--- src/hdl/rsq_pkg.sv ---
package rsq_pkg;
  // register byte offsets on the AXI4-Lite slave
  localparam logic [3:0] CAUSE_OFS   = 4'h0;
  localparam logic [3:0] CTRL_OFS    = 4'h4;
  localparam logic [3:0] IRQ_ST_OFS  = 4'h8;
  localparam logic [3:0] IRQ_MSK_OFS = 4'hC;
  // cause flag positions
  localparam int POR_BIT = 0;
  localparam int EXT_BIT = 1;
  localparam int BOR_BIT = 2;
  localparam int WDT_BIT = 3;
  localparam int DBG_BIT = 4;
  localparam int SW_BIT  = 5;
  localparam int NSRC    = 6;
  // control register fields
  localparam int SWRST_BIT = 0;
  localparam int BOOTV_BIT = 1;
  localparam logic [7:0] CTRL_RST = 8'h00;
  // startup delay codes
  localparam logic [1:0] SUT_64K  = 2'h0;
  localparam logic [1:0] SUT_4K   = 2'h1;
  localparam logic [1:0] SUT_RSVD = 2'h2;
  localparam logic [1:0] SUT_NONE = 2'h3;
  localparam logic [16:0] SLOW_64K = 17'h10000;
  localparam logic [16:0] SLOW_4K  = 17'h01000;
  localparam logic [4:0]  SYS_CYC  = 5'h18;
  localparam logic [1:0]  BRESP_OK  = 2'h0;
  localparam logic [1:0]  RESP_ERR  = 2'h2;
  // sequencer states
  typedef enum logic [4:0] {
    ST_HOLD = 5'h01,
    ST_SLOW = 5'h02,
    ST_SYS  = 5'h04,
    ST_OSC  = 5'h08,
    ST_RUN  = 5'h10
  } rsq_state_t;
endpackage

--- src/hdl/rsq_sequencer.sv ---
`timescale 1ns/1ps
// Operation
// - any request enters reset on the next clock edge; held until all requests withdraw
// - I/O pins tri-stated on the same clock edge as reset entry
// - reset loads PC with reset vector and I/O registers with defaults
// - SRAM contents are left untouched by reset
// - reset vector is 0 unless relocated to boot section start
// - after release: delay counter, oscillator start, calibration, then run
// - a new request during the post-release stages restarts the sequence
// - delay counts slow oscillator cycles then 24 system cycles
// - fuse 00 is 64K, 01 is 4K, 11 is 24 system cycles only
// - every reset returns clocks to reset state with 2MHz oscillator
// - after delay start 2MHz oscillator and load its calibration row
// - reset entry is registered and needs an edge of the system clock
// - six sources: power-on, pin, watchdog, brownout, debug, software
// - software triggers full system reset by a register write
// - one cause flag per source; power-on reset clears all but its own, which it sets
// - software reset takes effect within two clocks of the write
// - writing one to a cause flag clears it
module rsq_sequencer #(
  parameter logic [15:0] BOOT_VECTOR = 16'h0100,
  parameter int          CAL_W       = 8
) (
  // clock and power-on reset
  input  wire logic                    i_sys_clk,
  input  wire logic                    i_reset,
  // reset requests
  input  wire logic                    i_ext_req,
  input  wire logic                    i_wdt_req,
  input  wire logic                    i_bod_req,
  input  wire logic                    i_dbg_req,
  // slow timing oscillator tick and fuses
  input  wire logic                    i_slow_tick,
  input  wire logic [1:0]              i_startup_delay_fuse,
  input  wire logic                    i_osc_ready,
  input  wire logic [CAL_W-1:0]        i_cal_row,
  // outputs to the core
  output logic                         o_sys_reset,
  output logic                         o_io_tristate,
  output logic [15:0]                  o_reset_vector,
  output logic                         o_osc_enable,
  output logic                         o_clk_sel_2m,
  output logic                         o_cal_load,
  output logic [CAL_W-1:0]             o_cal_value,
  output logic                         o_irq,
  // AXI4-Lite slave
  input  wire logic [3:0]              i_awaddr,
  input  wire logic                    i_awvalid,
  output logic                         o_awready,
  input  wire logic [31:0]             i_wdata,
  input  wire logic [3:0]              i_wstrb,
  input  wire logic                    i_wvalid,
  output logic                         o_wready,
  output logic [1:0]                   o_bresp,
  output logic                         o_bvalid,
  input  wire logic                    i_bready,
  input  wire logic [3:0]              i_araddr,
  input  wire logic                    i_arvalid,
  output logic                         o_arready,
  output logic [31:0]                  o_rdata,
  output logic [1:0]                   o_rresp,
  output logic                         o_rvalid,
  input  wire logic                    i_rready
);

  rsq_pkg::rsq_state_t         state_reg;
  logic [16:0]                 slow_cnt_reg;
  logic [4:0]                  sys_cnt_reg;
  logic [7:0]                  ctrl_reg;
  logic [rsq_pkg::NSRC-1:0]    cause_reg;
  logic [rsq_pkg::NSRC-1:0]    irq_st_reg;
  logic [rsq_pkg::NSRC-1:0]    irq_msk_reg;
  logic                        sw_req_reg;
  logic                        aw_hold_reg;
  logic                        w_hold_reg;
  logic [3:0]                  awaddr_reg;
  logic [31:0]                 wdata_reg;
  logic [3:0]                  wstrb_reg;
  logic [rsq_pkg::NSRC-1:0]    src_req;
  logic                        any_req;
  logic                        do_write;
  logic                        do_read;
  logic [3:0]                  wr_addr;
  logic [31:0]                 wr_data;
  logic                        wr_lane0;
  logic [31:0]                 rd_data;
  logic                        rd_ok;
  logic [16:0]                 slow_target;

  // gather all six requests; power-on is i_reset itself
  assign src_req[rsq_pkg::POR_BIT] = i_reset;
  assign src_req[rsq_pkg::EXT_BIT] = i_ext_req;
  assign src_req[rsq_pkg::BOR_BIT] = i_bod_req;
  assign src_req[rsq_pkg::WDT_BIT] = i_wdt_req;
  assign src_req[rsq_pkg::DBG_BIT] = i_dbg_req;
  assign src_req[rsq_pkg::SW_BIT]  = sw_req_reg;
  assign any_req = |src_req;

  // write address and data may come in either order
  assign wr_addr  = aw_hold_reg ? awaddr_reg : i_awaddr;
  assign wr_data  = w_hold_reg ? wdata_reg : i_wdata;
  assign wr_lane0 = w_hold_reg ? wstrb_reg[0] : i_wstrb[0];
  // a channel only counts once its own handshake has happened, otherwise
  // a held valid would be taken twice while its ready is low
  assign do_write = (aw_hold_reg | (i_awvalid & o_awready)) &
                    (w_hold_reg | (i_wvalid & o_wready)) & ~o_bvalid;
  assign do_read  = i_arvalid & o_arready;

  // fuse decode; reserved code falls to the shortest delay
  always_comb begin
    case (i_startup_delay_fuse)
      rsq_pkg::SUT_64K: slow_target = rsq_pkg::SLOW_64K;
      rsq_pkg::SUT_4K:  slow_target = rsq_pkg::SLOW_4K;
      default:          slow_target = 17'h00000;
    endcase
  end

  // sequencer: release stages restart on any request
  always_ff @(posedge i_sys_clk) begin
    if (any_req) begin
      state_reg <= rsq_pkg::ST_HOLD;
    end else begin
      case (state_reg)
        rsq_pkg::ST_HOLD: state_reg <= (slow_target == 17'h00000) ?
                                       rsq_pkg::ST_SYS : rsq_pkg::ST_SLOW;
        rsq_pkg::ST_SLOW: if (slow_cnt_reg == slow_target) begin
                            state_reg <= rsq_pkg::ST_SYS;
                          end
        rsq_pkg::ST_SYS:  if (sys_cnt_reg == rsq_pkg::SYS_CYC) begin
                            state_reg <= rsq_pkg::ST_OSC;
                          end
        rsq_pkg::ST_OSC:  if (i_osc_ready) begin
                            state_reg <= rsq_pkg::ST_RUN;
                          end
        default:          state_reg <= rsq_pkg::ST_RUN;
      endcase
    end
  end

  // delay counters; the slow one advances only on oscillator ticks
  always_ff @(posedge i_sys_clk) begin
    if (any_req || state_reg == rsq_pkg::ST_HOLD) begin
      slow_cnt_reg <= 17'h00000;
      sys_cnt_reg  <= 5'h00;
    end else begin
      if (state_reg == rsq_pkg::ST_SLOW && i_slow_tick) begin
        slow_cnt_reg <= slow_cnt_reg + 17'h00001;
      end
      if (state_reg == rsq_pkg::ST_SYS) begin
        sys_cnt_reg <= sys_cnt_reg + 5'h01;
      end
    end
  end

  // core-facing outputs; entry is combinational from the request set
  // but registered here for clean outputs, release lands on one edge
  always_ff @(posedge i_sys_clk) begin
    o_sys_reset    <= any_req | (state_reg != rsq_pkg::ST_RUN);
    o_io_tristate  <= any_req | (state_reg != rsq_pkg::ST_RUN);
    o_clk_sel_2m   <= any_req | o_clk_sel_2m;
    o_osc_enable   <= ~any_req & ((state_reg == rsq_pkg::ST_OSC) |
                      (state_reg == rsq_pkg::ST_RUN));
    o_cal_load     <= ~any_req & (state_reg == rsq_pkg::ST_OSC) &
                      i_osc_ready;
    o_reset_vector <= ctrl_reg[rsq_pkg::BOOTV_BIT] ? BOOT_VECTOR :
                      16'h0000;
    if (i_reset) begin
      o_cal_value <= '0;
    end else if (state_reg == rsq_pkg::ST_OSC && i_osc_ready) begin
      o_cal_value <= i_cal_row;
    end
  end

  // control register; survives other resets, only power-on clears it.
  // the reset bit self-clears once the request is registered
  always_ff @(posedge i_sys_clk) begin
    if (i_reset) begin
      ctrl_reg   <= rsq_pkg::CTRL_RST;
      sw_req_reg <= 1'b0;
    end else begin
      sw_req_reg <= 1'b0;
      if (do_write && wr_addr == rsq_pkg::CTRL_OFS && wr_lane0) begin
        ctrl_reg   <= wr_data[7:0] & 8'h02;
        sw_req_reg <= wr_data[rsq_pkg::SWRST_BIT];
      end
    end
  end

  // cause flags and interrupt status; set wins over clear
  always_ff @(posedge i_sys_clk) begin
    if (i_reset) begin
      cause_reg  <= 6'h01;
      irq_st_reg <= 6'h01;
    end else begin
      for (int i = 0; i < rsq_pkg::NSRC; i++) begin
        if (src_req[i]) begin
          cause_reg[i]  <= 1'b1;
          irq_st_reg[i] <= 1'b1;
        end else begin
          if (do_write && wr_addr == rsq_pkg::CAUSE_OFS && wr_lane0 &&
              wr_data[i]) begin
            cause_reg[i] <= 1'b0;
          end
          if (do_read && i_araddr == rsq_pkg::IRQ_ST_OFS) begin
            irq_st_reg[i] <= 1'b0;
          end
        end
      end
    end
  end

  // interrupt mask and level output
  always_ff @(posedge i_sys_clk) begin
    if (i_reset) begin
      irq_msk_reg <= 6'h00;
      o_irq       <= 1'b0;
    end else begin
      if (do_write && wr_addr == rsq_pkg::IRQ_MSK_OFS && wr_lane0) begin
        irq_msk_reg <= wr_data[5:0];
      end
      o_irq <= |(irq_st_reg & irq_msk_reg);
    end
  end

  // write channel capture and response
  always_ff @(posedge i_sys_clk) begin
    if (i_reset) begin
      aw_hold_reg <= 1'b0;
      w_hold_reg  <= 1'b0;
      awaddr_reg  <= 4'h0;
      wdata_reg   <= 32'h00000000;
      wstrb_reg   <= 4'h0;
      o_bvalid    <= 1'b0;
      o_bresp     <= rsq_pkg::BRESP_OK;
    end else begin
      if (do_write) begin
        aw_hold_reg <= 1'b0;
        w_hold_reg  <= 1'b0;
        o_bvalid    <= 1'b1;
        o_bresp     <= (wr_addr == rsq_pkg::CAUSE_OFS ||
                        wr_addr == rsq_pkg::CTRL_OFS ||
                        wr_addr == rsq_pkg::IRQ_MSK_OFS ||
                        wr_addr == rsq_pkg::IRQ_ST_OFS) ?
                       rsq_pkg::BRESP_OK : rsq_pkg::RESP_ERR;
      end else begin
        if (i_awvalid && o_awready) begin
          aw_hold_reg <= 1'b1;
          awaddr_reg  <= i_awaddr;
        end
        if (i_wvalid && o_wready) begin
          w_hold_reg <= 1'b1;
          wdata_reg  <= i_wdata;
          wstrb_reg  <= i_wstrb;
        end
        if (o_bvalid && i_bready) begin
          o_bvalid <= 1'b0;
        end
      end
    end
  end

  // ready flags registered; idle slots accept
  always_ff @(posedge i_sys_clk) begin
    if (i_reset) begin
      o_awready <= 1'b0;
      o_wready  <= 1'b0;
      o_arready <= 1'b0;
    end else begin
      o_awready <= ~aw_hold_reg & ~do_write & ~o_bvalid &
                   ~(i_awvalid & o_awready);
      o_wready  <= ~w_hold_reg & ~do_write & ~o_bvalid &
                   ~(i_wvalid & o_wready);
      o_arready <= ~o_rvalid & ~do_read;
    end
  end

  // read decode
  always_comb begin
    rd_ok   = 1'b1;
    rd_data = 32'h00000000;
    if (i_araddr == rsq_pkg::CAUSE_OFS) begin
      rd_data[5:0] = cause_reg;
    end else if (i_araddr == rsq_pkg::CTRL_OFS) begin
      rd_data[7:0] = ctrl_reg;
    end else if (i_araddr == rsq_pkg::IRQ_ST_OFS) begin
      rd_data[5:0] = irq_st_reg;
    end else if (i_araddr == rsq_pkg::IRQ_MSK_OFS) begin
      rd_data[5:0] = irq_msk_reg;
    end else begin
      rd_ok = 1'b0;
    end
  end

  // read response
  always_ff @(posedge i_sys_clk) begin
    if (i_reset) begin
      o_rvalid <= 1'b0;
      o_rdata  <= 32'h00000000;
      o_rresp  <= rsq_pkg::BRESP_OK;
    end else if (do_read) begin
      o_rvalid <= 1'b1;
      o_rdata  <= rd_data;
      o_rresp  <= rd_ok ? rsq_pkg::BRESP_OK : rsq_pkg::RESP_ERR;
    end else if (o_rvalid && i_rready) begin
      o_rvalid <= 1'b0;
    end
  end

  // sram sits outside this block and is never touched here
  // entry needs a single edge of the system clock a fully
  // clockless path would have to live in the pad ring

  chk_req_holds: assert property (@(posedge i_sys_clk)
    any_req |=> o_sys_reset) else $error("reset not entered");
  chk_pin_tristate: assert property (@(posedge i_sys_clk)
    any_req |=> o_io_tristate) else $error("pins not tristated");
  chk_restart_seq: assert property (@(posedge i_sys_clk)
    (state_reg != rsq_pkg::ST_HOLD && any_req) |=>
    state_reg == rsq_pkg::ST_HOLD) else $error("no restart");
  chk_sys_24: assert property (@(posedge i_sys_clk) disable iff (any_req)
    (state_reg == rsq_pkg::ST_SYS && sys_cnt_reg == 5'h00) |->
    ##24 state_reg == rsq_pkg::ST_SYS ##1 state_reg == rsq_pkg::ST_OSC)
    else $error("system cycle count wrong");
  chk_swrst_fast: assert property (@(posedge i_sys_clk)
    (do_write && wr_addr == rsq_pkg::CTRL_OFS && wr_lane0 && wr_data[0] &&
     !i_reset) |-> ##[1:2] o_sys_reset) else $error("slow sw reset");
  chk_cause_set: assert property (@(posedge i_sys_clk)
    disable iff (i_reset)
    i_wdt_req |=> cause_reg[rsq_pkg::WDT_BIT]) else $error("flag lost");
  chk_osc_order: assert property (@(posedge i_sys_clk)
    $rose(o_osc_enable) |-> $past(state_reg) == rsq_pkg::ST_OSC ||
    $past(state_reg) == rsq_pkg::ST_RUN) else $error("osc too early");
  chk_rsvd_short: assert property (@(posedge i_sys_clk)
    (state_reg == rsq_pkg::ST_HOLD && !any_req &&
     i_startup_delay_fuse == rsq_pkg::SUT_RSVD) |=>
    state_reg == rsq_pkg::ST_SYS) else $error("reserved code stalls");

  cov_run: cover property (@(posedge i_sys_clk)
    $fell(o_sys_reset));
  cov_swrst: cover property (@(posedge i_sys_clk)
    $rose(sw_req_reg));
  cov_restart: cover property (@(posedge i_sys_clk)
    state_reg == rsq_pkg::ST_SYS && any_req);

endmodule

--- config.mk ---
export PLATFORM = sky130hd
export DESIGN_NAME = rsq_sequencer
export DESIGN_NICKNAME = d
export VERILOG_FILES = /design/src/hdl/rsq_pkg.sv /design/src/hdl/rsq_sequencer.sv
export SDC_FILE = /design/constraint.sdc
export NUM_CORES = 1
export LEC_CHECK = 0
export BUFFER_PORTS_ARGS = -buffer_cell sky130_fd_sc_hd__buf_4
export CORE_MARGIN = 2
export CORE_UTILIZATION = 46
export DETAILED_ROUTE_END_ITERATION = 16
export PLACE_DENSITY = 0.75
export SYNTH_ARGS = -nofsm -noshare
export SYNTH_HDL_FRONTEND = slang
export SYNTH_SLANG_ARGS = --single-unit
--- constraint.sdc ---
create_clock -name i_sys_clk -period 2.1 [get_ports i_sys_clk]
set_clock_uncertainty 0.2 [all_clocks]
set_input_delay 0.105 -clock i_sys_clk [delete_from_list [all_inputs] [get_ports i_sys_clk]]
set_output_delay 0.105 -clock i_sys_clk [all_outputs]
set_load 0.005 [all_outputs]
==> metrics.yaml, run 1 <==
status: "completed"
placed_cells: 630
ys.flop_type: "dfxtp_1"
drt_iter0_drc: 96
core_mm2: 0.00868
grt_max_degree: 57
hold_ws_ns: 0.0287
area_growth_pct: 27.7
grt_overflow: 0
crit_required_ns: 2.15
num_antenna_cells: 0
ys_seq_elements: 87
rsz0062_at_grt: "yes"
fin_setup_tns_ns: 0
period_needed_ns: 2.07
end_kind: "flop"
synth.avg_cell_area_um2: 8.95
ioPinCount: 138
hp-class: "input pin to flop"
stdcell_area_mm2: 0.00523
max-slew-margin-rel_pct: 63.7
synth_compound_area_share_pct: 12.2
synth_top_area_share_pct: 42.6
hpwl_um: 6280
place.gp.congestion: 0.818
synth.area.top_cells: "dfxtp_1 43%, buf_4 8.1%, mux2i_1 6.9%"
synth.distinct_cells: 53
drv_slew: 0
yosys.area_share.simple_pct: 21.1
synth_mux_area_share_pct: 9.05
antenna_found_initial: 0
port_buffers: 65
fin_crit_sh_pct: 98.7
yosysTopAreaCell: "dfxtp_1"
synth_edf_count: 0
rr_startpoint: "state_reg[2]"
worstPathArrival_ns: 2.12
route.antenna.remaining_nets: 0
finalNetCount: 639
synth_xor_area_share_pct: 2.57
p_leak_nw: 2.19
fill_cells: 741
critPathKind: "input pin to flop"
finalSetupViolCount: 0
fmax_mhz: 482
vias_per_cell: 5.14
drc_errors: 0
drv_cap: 0
vias: 3498
r2r.worst_path.cells: 4
whs_path_depth: 4
cts_tree: "yes"
largest_reg_flops: 17
syn_inst: 457
cts_buffers: 9
initial_core_util_pct: 47.1
hold_viol_final: 0
cts_buffer_depth: 2
drive_gt1_share_pct: 22.7
htreeDepth: 3
worstSetupStartpointType: "input pin"
seq_area_frac_synth_pct: 42.6
r2r_slack_ns: 0.05
final_common_cell: "buf_4"
place_area_mm2: 0.00463
root_buffer: "clkbuf_8"
cp_max_fo: 3
die_y_um: 98.3
final_cells: 681
wl_per_cell_um: 13.3
r2r-end: "slow_cnt_reg[13]"
peakVddDrop_uv: 498
power.density_mw_per_mm2: 633
drt_pass1_iterations: 4
synth_area_mm2: 0.00409
synth_top_family_by_area: "simple AND/OR/NAND/NOR gates"
clk_latency_ns: 0.35
fin_total_pwr_mw: 3.31
grt_pass1_vias: 3386
yosysWarnings: 0
grt_use_total_pct: 18.5
yosys.area_share.adder_pct: 1.22
path_clk_slew_ns: 0.10
cts_sinks: 87
wl_um: 9030
die_w_um: 98.3
min_to: "state_reg[2]"
dieArea_mm2: 0.00966
rows: 34
layout_common_cells: "92 x buf_4, 84 x dfxtp_1, 65 x nor2_1"
ys_async_sr_fraction_pct: 0
hp-start: "i_startup_delay_fuse[0]"
tightestPinTransition_ns: 0.545
grt_pass1_wl_um: 15000
[worst max path at each step]
stage | startpoint | to | slack [ns]
after floorplan | state_reg[4] | slow_cnt_reg[11] | 0.008
after global placement | aw_hold_reg | ctrl_reg[1] | 0.03
after detailed placement | state_reg[2] | slow_cnt_reg[15] | -0.03
after CTS | state_reg[2] | slow_cnt_reg[14] | 0.001
after global routing | state_reg[2] | slow_cnt_reg[13] | -0.007
final | i_awaddr[0] | ctrl_reg[1] | 0.03
[routing by layer]
metal | GRT usage [%] | vias up | wire length [µm]
met5 | 0 | - | 0
li1 | - | 1756 | -
met3 | 4.72 | 12 | 368
met1 | 21.0 | 1643 | 3710
met4 | 5.69 | 0 | 111
met2 | 34.0 | 87 | 4840
[metrics by stage]
stage | setup WS [ns] | util [%]
6_report | 0.0273 | 60.2
3_3_place_gp | 0.0329 | 53.4
3_5_place_dp | -0.0317 | 53.4
2_1_floorplan | 0.00849 | -
4_1_cts | 0.00127 | 59.5
5_1_grt | -0.00668 | 60.2
[report_power, final]
group / total [mW] / internal [mW] / leakage, nW / switching (mW)
registers: 1.72 / 1.69 / 0.708 / 0.0293
logic: 0.353 / 0.189 / 1.38 / 0.165
clock network: 1.24 / 0.579 / 0.105 / 0.656
total: 3.31 / 2.46 / 2.19 / 0.851
[critical path: stages]
cell and delay, ns:
dlygate4sd3_1 0.54, buf_4 0.14, or3_4 0.40, a211o_1 0.31, nor4b_4 0.30, mux2_4 0.33
[timing repair]
item	CTS	global route
pin swaps	1	6
resized for setup	1	10
endpoints found under the setup margin	5	29
buffers inserted	0	4
hold buffers	31	0
endpoints found under the hold margin	46	0
cloned	0	0
[synthesized netlist by cell type, drive strengths merged, types with 2 or more instances]
cell type	instances
nor3	16
nand2b	4
nor2b	4
or4	6
and2	2
a21oi	31
a22oi	9
or3	8
mux2	6
or4b	2
xor2	2
ha	4
nand2	11
and3	5
nand4	5
dfxtp	87
and4	2
or2	2
a21o	2
nor4b	2
nor4	7
a211oi	9
nand3b	3
nand3	10
clkbuf	15
o211ai	2
nor2	65
o31ai	6
nand4b	2
buf	50
xnor2	10
o21ai	8
mux2i	28
inv	10
nor3b	5
a22o	5
[cells by family (layout without fill, tap and decap cells)]
group,Yosys count,after routing
AND/OR/NAND/NOR,165,165
flip-flops,87,87
AO/OA/AOI/OAI,78,78
buffers and inverters,75,149
multiplexers,35,35
XOR/XNOR,12,12
adder cells (fa/ha/maj),4,4
other,1,43
[final cells by class]
class | count | area (µm²) | share of cell area [%]
Clock inverter | 7 | 91.3 | 1.75
Clock buffer | 9 | 124 | 2.37
Tap cell | 108 | 135 | 2.59
Multi-Input combinational cell | 337 | 2090 | 40.0
Timing Repair Buffer | 123 | 1000 | 19.2
Sequential cell | 87 | 1750 | 33.4
Inverter | 10 | 37.5 | 0.718
No activity file was read; power rests on OpenSTA's default activity.
==> run 2, diff against run 1 <==
--- a/config.mk
+++ b/config.mk
@@ -10,5 +10,6 @@
 export CORE_UTILIZATION = 46
 export DETAILED_ROUTE_END_ITERATION = 16
-export PLACE_DENSITY = 0.75
+export GPL_TIMING_DRIVEN = 0
+export PLACE_DENSITY = 0.85
 export SYNTH_ARGS = -nofsm -noshare
 export SYNTH_HDL_FRONTEND = slang
==> constraint.sdc (replaced) <==
create_clock -name i_sys_clk -period 2.1 [get_ports i_sys_clk]
set_clock_uncertainty 0.2 [all_clocks]
set_input_delay 0.525 -clock i_sys_clk [delete_from_list [all_inputs] [get_ports i_sys_clk]]
set_output_delay 0.525 -clock i_sys_clk [all_outputs]
set_load 0.005 [all_outputs]
==> run 2 against run 1 <==
The flow now finishes with violations (setup timing). Via count is 4.3% higher. Routed wire length is 9.2% higher. Maximum frequency is 2.8% lower. Utilization is 0.29 points lower. Sequential power hardly changed.
==> metrics.yaml, run 2 (synthesized netlist as in run 1, its figures left out) <==
critPathKind: "flop to flop"
port_buffers: 63  # -3.1%
peakVddDrop_uv: 345  # -31%
end_kind: "flop"
drt_iter0_drc: 141  # +47%
grt_overflow: 0  # unchanged
power.density_mw_per_mm2: 620  # -2.1%
initial_core_util_pct: 47.1  # unchanged
ioPinCount: 138  # unchanged
route.antenna.remaining_nets: 0  # unchanged
cts_buffers: 9  # unchanged
worstPathArrival_ns: 2.22  # +0.10 ns
grt_pass1_vias: 3427  # +1.2%
drc_errors: 0  # unchanged
place_area_mm2: 0.00487  # +5.2%
violations: "setup timing"
stdcell_area_mm2: 0.00520  # -0.48%
clk_latency_ns: 0.36  # about the same
multi_input_area_mm2: 0.00213  # +2.1%
antenna_found_initial: 0  # unchanged
num_antenna_cells: 0  # unchanged
layout_common_cells: "113 x buf_4, 80 x dfxtp_1, 64 x nor2_1"
path_clk_slew_ns: 0.09  # about the same
hp-class: "input pin to flop"
worstSetupStartpointType: "flop"
core_mm2: 0.00868  # unchanged
fmax_mhz: 469  # -2.8%
status: "finished, violations left"
wl_per_cell_um: 14.3  # +7.8%
cts_sinks: 87  # unchanged
root_buffer: "clkbuf_8"
fill_cells: 743  # +0.27%
drive_gt1_share_pct: 28.9  # +6.2 points
drt_pass1_iterations: 5  # +1
hold_viol_final: 0  # unchanged
vias_per_cell: 5.29  # +2.9%
holdBufCountCts: 0  # -100%
largest_reg_flops: 17  # unchanged
drv_slew: 0  # unchanged
crit_required_ns: 2.19  # +0.04 ns
max-slew-margin-rel_pct: 60.4  # -3.3 points
cts_buffer_depth: 2  # unchanged
fin_crit_sh_pct: 102  # +2.8 points
place.gp.congestion: 0.855  # +4.6%
die_w_um: 98.3  # unchanged
final_util_pct: 59.9  # -0.29 points
p_leak_nw: 2.24  # +2.3%
cts_tree: "yes"
grt_max_degree: 16  # -72%
period_needed_ns: 2.13  # +0.0594 ns
cp_max_fo: 6  # +3
area_growth_pct: 27.1
wl_um: 9870  # +9.2%
grt_pass1_wl_um: 15700  # +5.0%
tightestPinTransition_ns: 0.594  # +0.0492 ns
die_y_um: 98.3  # unchanged
seqCellArea_mm2: 0.00176  # +0.57%
worst_slack_ns: -0.0321  # -0.0594 ns
final_common_cell: "buf_4"
htreeDepth: 3  # unchanged
finalNetCount: 648  # +1.4%
drv_cap: 0  # unchanged
grt_use_total_pct: 19.9  # +1.4 points
rsz0062_at_grt: "yes"
rows: 34  # unchanged
fin_setup_tns_ns: -0.0321  # -0.0321 ns
dieArea_mm2: 0.00966  # unchanged
vias: 3647  # +4.3%
finalSetupViolCount: 1  # +1
hpwl_um: 7180  # +14%
[run 2: worst paths after layout]
path                startpoint           endpoint  slack, ns  cells after the start
hold reg to reg    ctrl_reg[1]  o_reset_vector[8]       0.20                      0
hold / removal       i_arvalid          o_arready       0.18                      2
setup / recovery  state_reg[2]   slow_cnt_reg[13]      -0.03                      5
setup reg to reg  state_reg[2]   slow_cnt_reg[13]      -0.03                      5
[run 2: metrics by stage]
step	power (mW)	hold slack, ns	worst slack (ns)	cells
6_report	3.22	0.181	-0.0321	690
3_3_place_gp	2.09	0.173	-0.472	670
2_1_floorplan	1.98	0.139	-0.0817	499
5_1_grt	3.36	0.173	-0.0511	690
3_5_place_dp	2.10	0.168	-0.518	670
4_1_cts	3.23	0.170	-0.0238	688
[run 2: layout make-up]
type	count	area share, %
multi-input combinational	337	41.0
sequential	87	33.8
timing repair buffer	70	10.1
buffer	62	8.08
clock buffer	12	2.98
tap	108	2.60
inverter	10	0.722
clock inverter	4	0.698
[run 2: where the power goes]
part | switching [mW] | internal, mW
registers | 0.0345 | 1.69
clock network | 0.621 | 0.510
logic | 0.177 | 0.191
[run 2: what timing repair did]
item / CTS / global route
cloned: 1 / 0
setup buffers: 4 / 2
pin swaps: 6 / 6
setup endpoints to repair: 30 / 39
resized for setup: 17 / 13
[run 2: metal layers]
| metal | up-vias | routed length [µm] | GRT usage (%) |
|---|---|---|---|
| li1 | 1772 | - | - |
| met1 | 1718 | 3880 | 22.1 |
| met2 | 131 | 5160 | 35.7 |
| met3 | 26 | 589 | 5.65 |
| met4 | 0 | 235 | 8.22 |
| met5 | - | 0 | 0 |
[run 2: critical path, stage by stage (launching register included)]
cell and delay (ns):
dfxtp_4 0.37, or3_4 0.40, or4_4 0.46, buf_8 0.15, or3_4 0.36, a21oi_2 0.13
==> run 3, diff against run 2 <==
CTS_BUF_LIST = sky130_fd_sc_hd__clkbuf_16   (was not set)
==> run 3 against run 2 <==
The flow now finishes without violations. Worst hold slack better by 0.0070 ns. Die area unchanged. Worst setup slack better by 0.039 ns. Maximum frequency up 1.9%. Critical path depth unchanged. Sequential cell count unchanged. Global-route usage up 0.15 points. Clock-buffer cell count down 3. Utilization up 1.0 points. Combinational power about the same. Sequential share of layout area down 0.57 points. Sequential power about the same. Critical path type unchanged. Critical endpoint unchanged.
==> metrics.yaml, run 3 (synthesized netlist as in run 1, its figures left out) <==
end_kind: "flop"
drt_pass1_iterations: 4  # -1
cts_sinks: 87  # unchanged
grt_overflow: 0  # unchanged
finalNetCount: 649  # +0.15%
grt_pass1_wl_um: 15800  # +0.26%
drv_cap: 0  # unchanged
port_buffers: 63  # unchanged
grt_pass1_vias: 3430  # +0.088%
area_growth_pct: 29.3
fill_cells: 725  # -2.4%
layout_common_cells: "114 x buf_4, 80 x dfxtp_1, 65 x nor2_1"
hold_viol_final: 0  # unchanged
status: "completed"
fin_total_pwr_mw: 3.57  # +11%
drv_slew: 0  # unchanged
worstSetupStartpointType: "flop"
largest_reg_flops: 17  # unchanged
drt_iter0_drc: 154  # +9.2%
path_clk_slew_ns: 0.07  # -0.02 ns
route.antenna.remaining_nets: 0  # unchanged
core_mm2: 0.00868  # unchanged
drc_errors: 0  # unchanged
grt_max_degree: 16  # unchanged
initial_core_util_pct: 47.1  # unchanged
placed_cells: 670  # unchanged
die_y_um: 98.3  # unchanged
ioPinCount: 138  # unchanged
max-slew-margin-rel_pct: 40.6  # -20 points
drive_gt1_share_pct: 28.8  # -0.050 points
critPathKind: "flop to flop"
power.density_mw_per_mm2: 674  # +8.8%
cts_buffer_depth: 2  # unchanged
hpwl_um: 7180  # unchanged
die_w_um: 98.3  # unchanged
wl_per_cell_um: 14.5  # +1.5%
root_buffer: "clkbuf_16"
p_leak_nw: 2.29  # +2.2%
period_needed_ns: 2.09  # -0.0394 ns
cp_max_fo: 7  # +1
cts_tree: "yes"
rsz0062_at_grt: "yes"
hp-class: "flop to flop"
clk_latency_ns: 0.34  # -0.02 ns
vias: 3669  # +0.60%
final_cells: 691  # +0.14%
worstPathArrival_ns: 2.16  # -0.06 ns
htreeDepth: 3  # unchanged
cts_buffers: 9  # unchanged
dieArea_mm2: 0.00966  # unchanged
vias_per_cell: 5.31  # +0.46%
final_util_pct: 61.0  # +1.0 points
num_antenna_cells: 0  # unchanged
peakVddDrop_uv: 424  # +23%
grt_use_total_pct: 20.1  # +0.15 points
rows: 34  # unchanged
crit_required_ns: 2.17  # -0.02 ns
fmax_mhz: 478  # +1.9%
tightestPinTransition_ns: 0.887  # +0.293 ns
antenna_found_initial: 0  # unchanged
finalSetupViolCount: 0  # -1
wl_um: 10000  # +1.6%
place.gp.congestion: 0.855  # unchanged
fin_crit_sh_pct: 99.7  # -1.9 points
fin_setup_tns_ns: 0  # +0.0321 ns
final_common_cell: "buf_4"
hold_ws_ns: 0.188  # +0.00697 ns
run 3: cell types whose count changed in the layout (fill, tap and decap cells not counted), sizes merged:
cell / before / now
clkbuf: 25 / 22
inv: 12 / 13
clkinv: 1 / 3
buf: 119 / 120
run 3: timing repair:
action / CTS / global route
hold buffers: 0 / 0
cloned: 1 / 0
setup buffers: 4 / 3
endpoints found under the setup margin: 30 / 35
pin swaps: 3 / 7
resized for setup: 16 / 19
hold endpoints to repair: 0 / 0
run 3: path summary, 6_finish.rpt:
check             slack, ns    startpoint  cells past startpoint                end
hold reg to reg        0.19   ctrl_reg[1]                      0  o_reset_vector[8]
setup reg to reg      0.007  state_reg[2]                      5   slow_cnt_reg[13]
setup / recovery      0.007  state_reg[2]                      5   slow_cnt_reg[13]
hold / removal         0.19   ctrl_reg[1]                      0  o_reset_vector[8]
run 3: metrics by stage:
stage	instance area, µm²	setup slack, ns
floorplan	4260	-0.0817
detailed placement	4870	-0.518
CTS	5220	-0.0243
finish	5290	0.00730
global placement	4870	-0.472
global route	5290	-0.0329
run 3: routing by layer:
metal,track usage [%],part of all wire (%),vias to the layer above
met5,0,0,-
met1,22.6,39,1728
met4,8.96,2.7,0
li1,-,-,1780
met3,5.73,5.7,26
met2,35.3,52,135
run 3: worst max-delay path: stages, from the launching register on:
cell and delay, ns:
dfxtp_4 0.36, or3_4 0.39, or4_4 0.44, buf_8 0.15, or3_4 0.33, a21oi_2 0.14
run 3: layout make-up:
type                            instances  area (µm²)  share of cell area (%)
Sequential cell                        87        1760                    33.2
Buffer                                 62         422                    7.97
Inverter                               10        37.5                   0.710
Clock inverter                          7        47.5                   0.899
Timing Repair Buffer                   71         533                    10.1
Multi-Input combinational cell        337        2130                    40.4
Tap cell                              108         135                    2.55
Clock buffer                            9         225                    4.26
run 3: power breakdown:
part           total [mW]  switching, mW  internal [mW]
Sequential           1.72         0.0350           1.69
Clock                1.47          0.671          0.803
Combinational       0.369          0.178          0.190
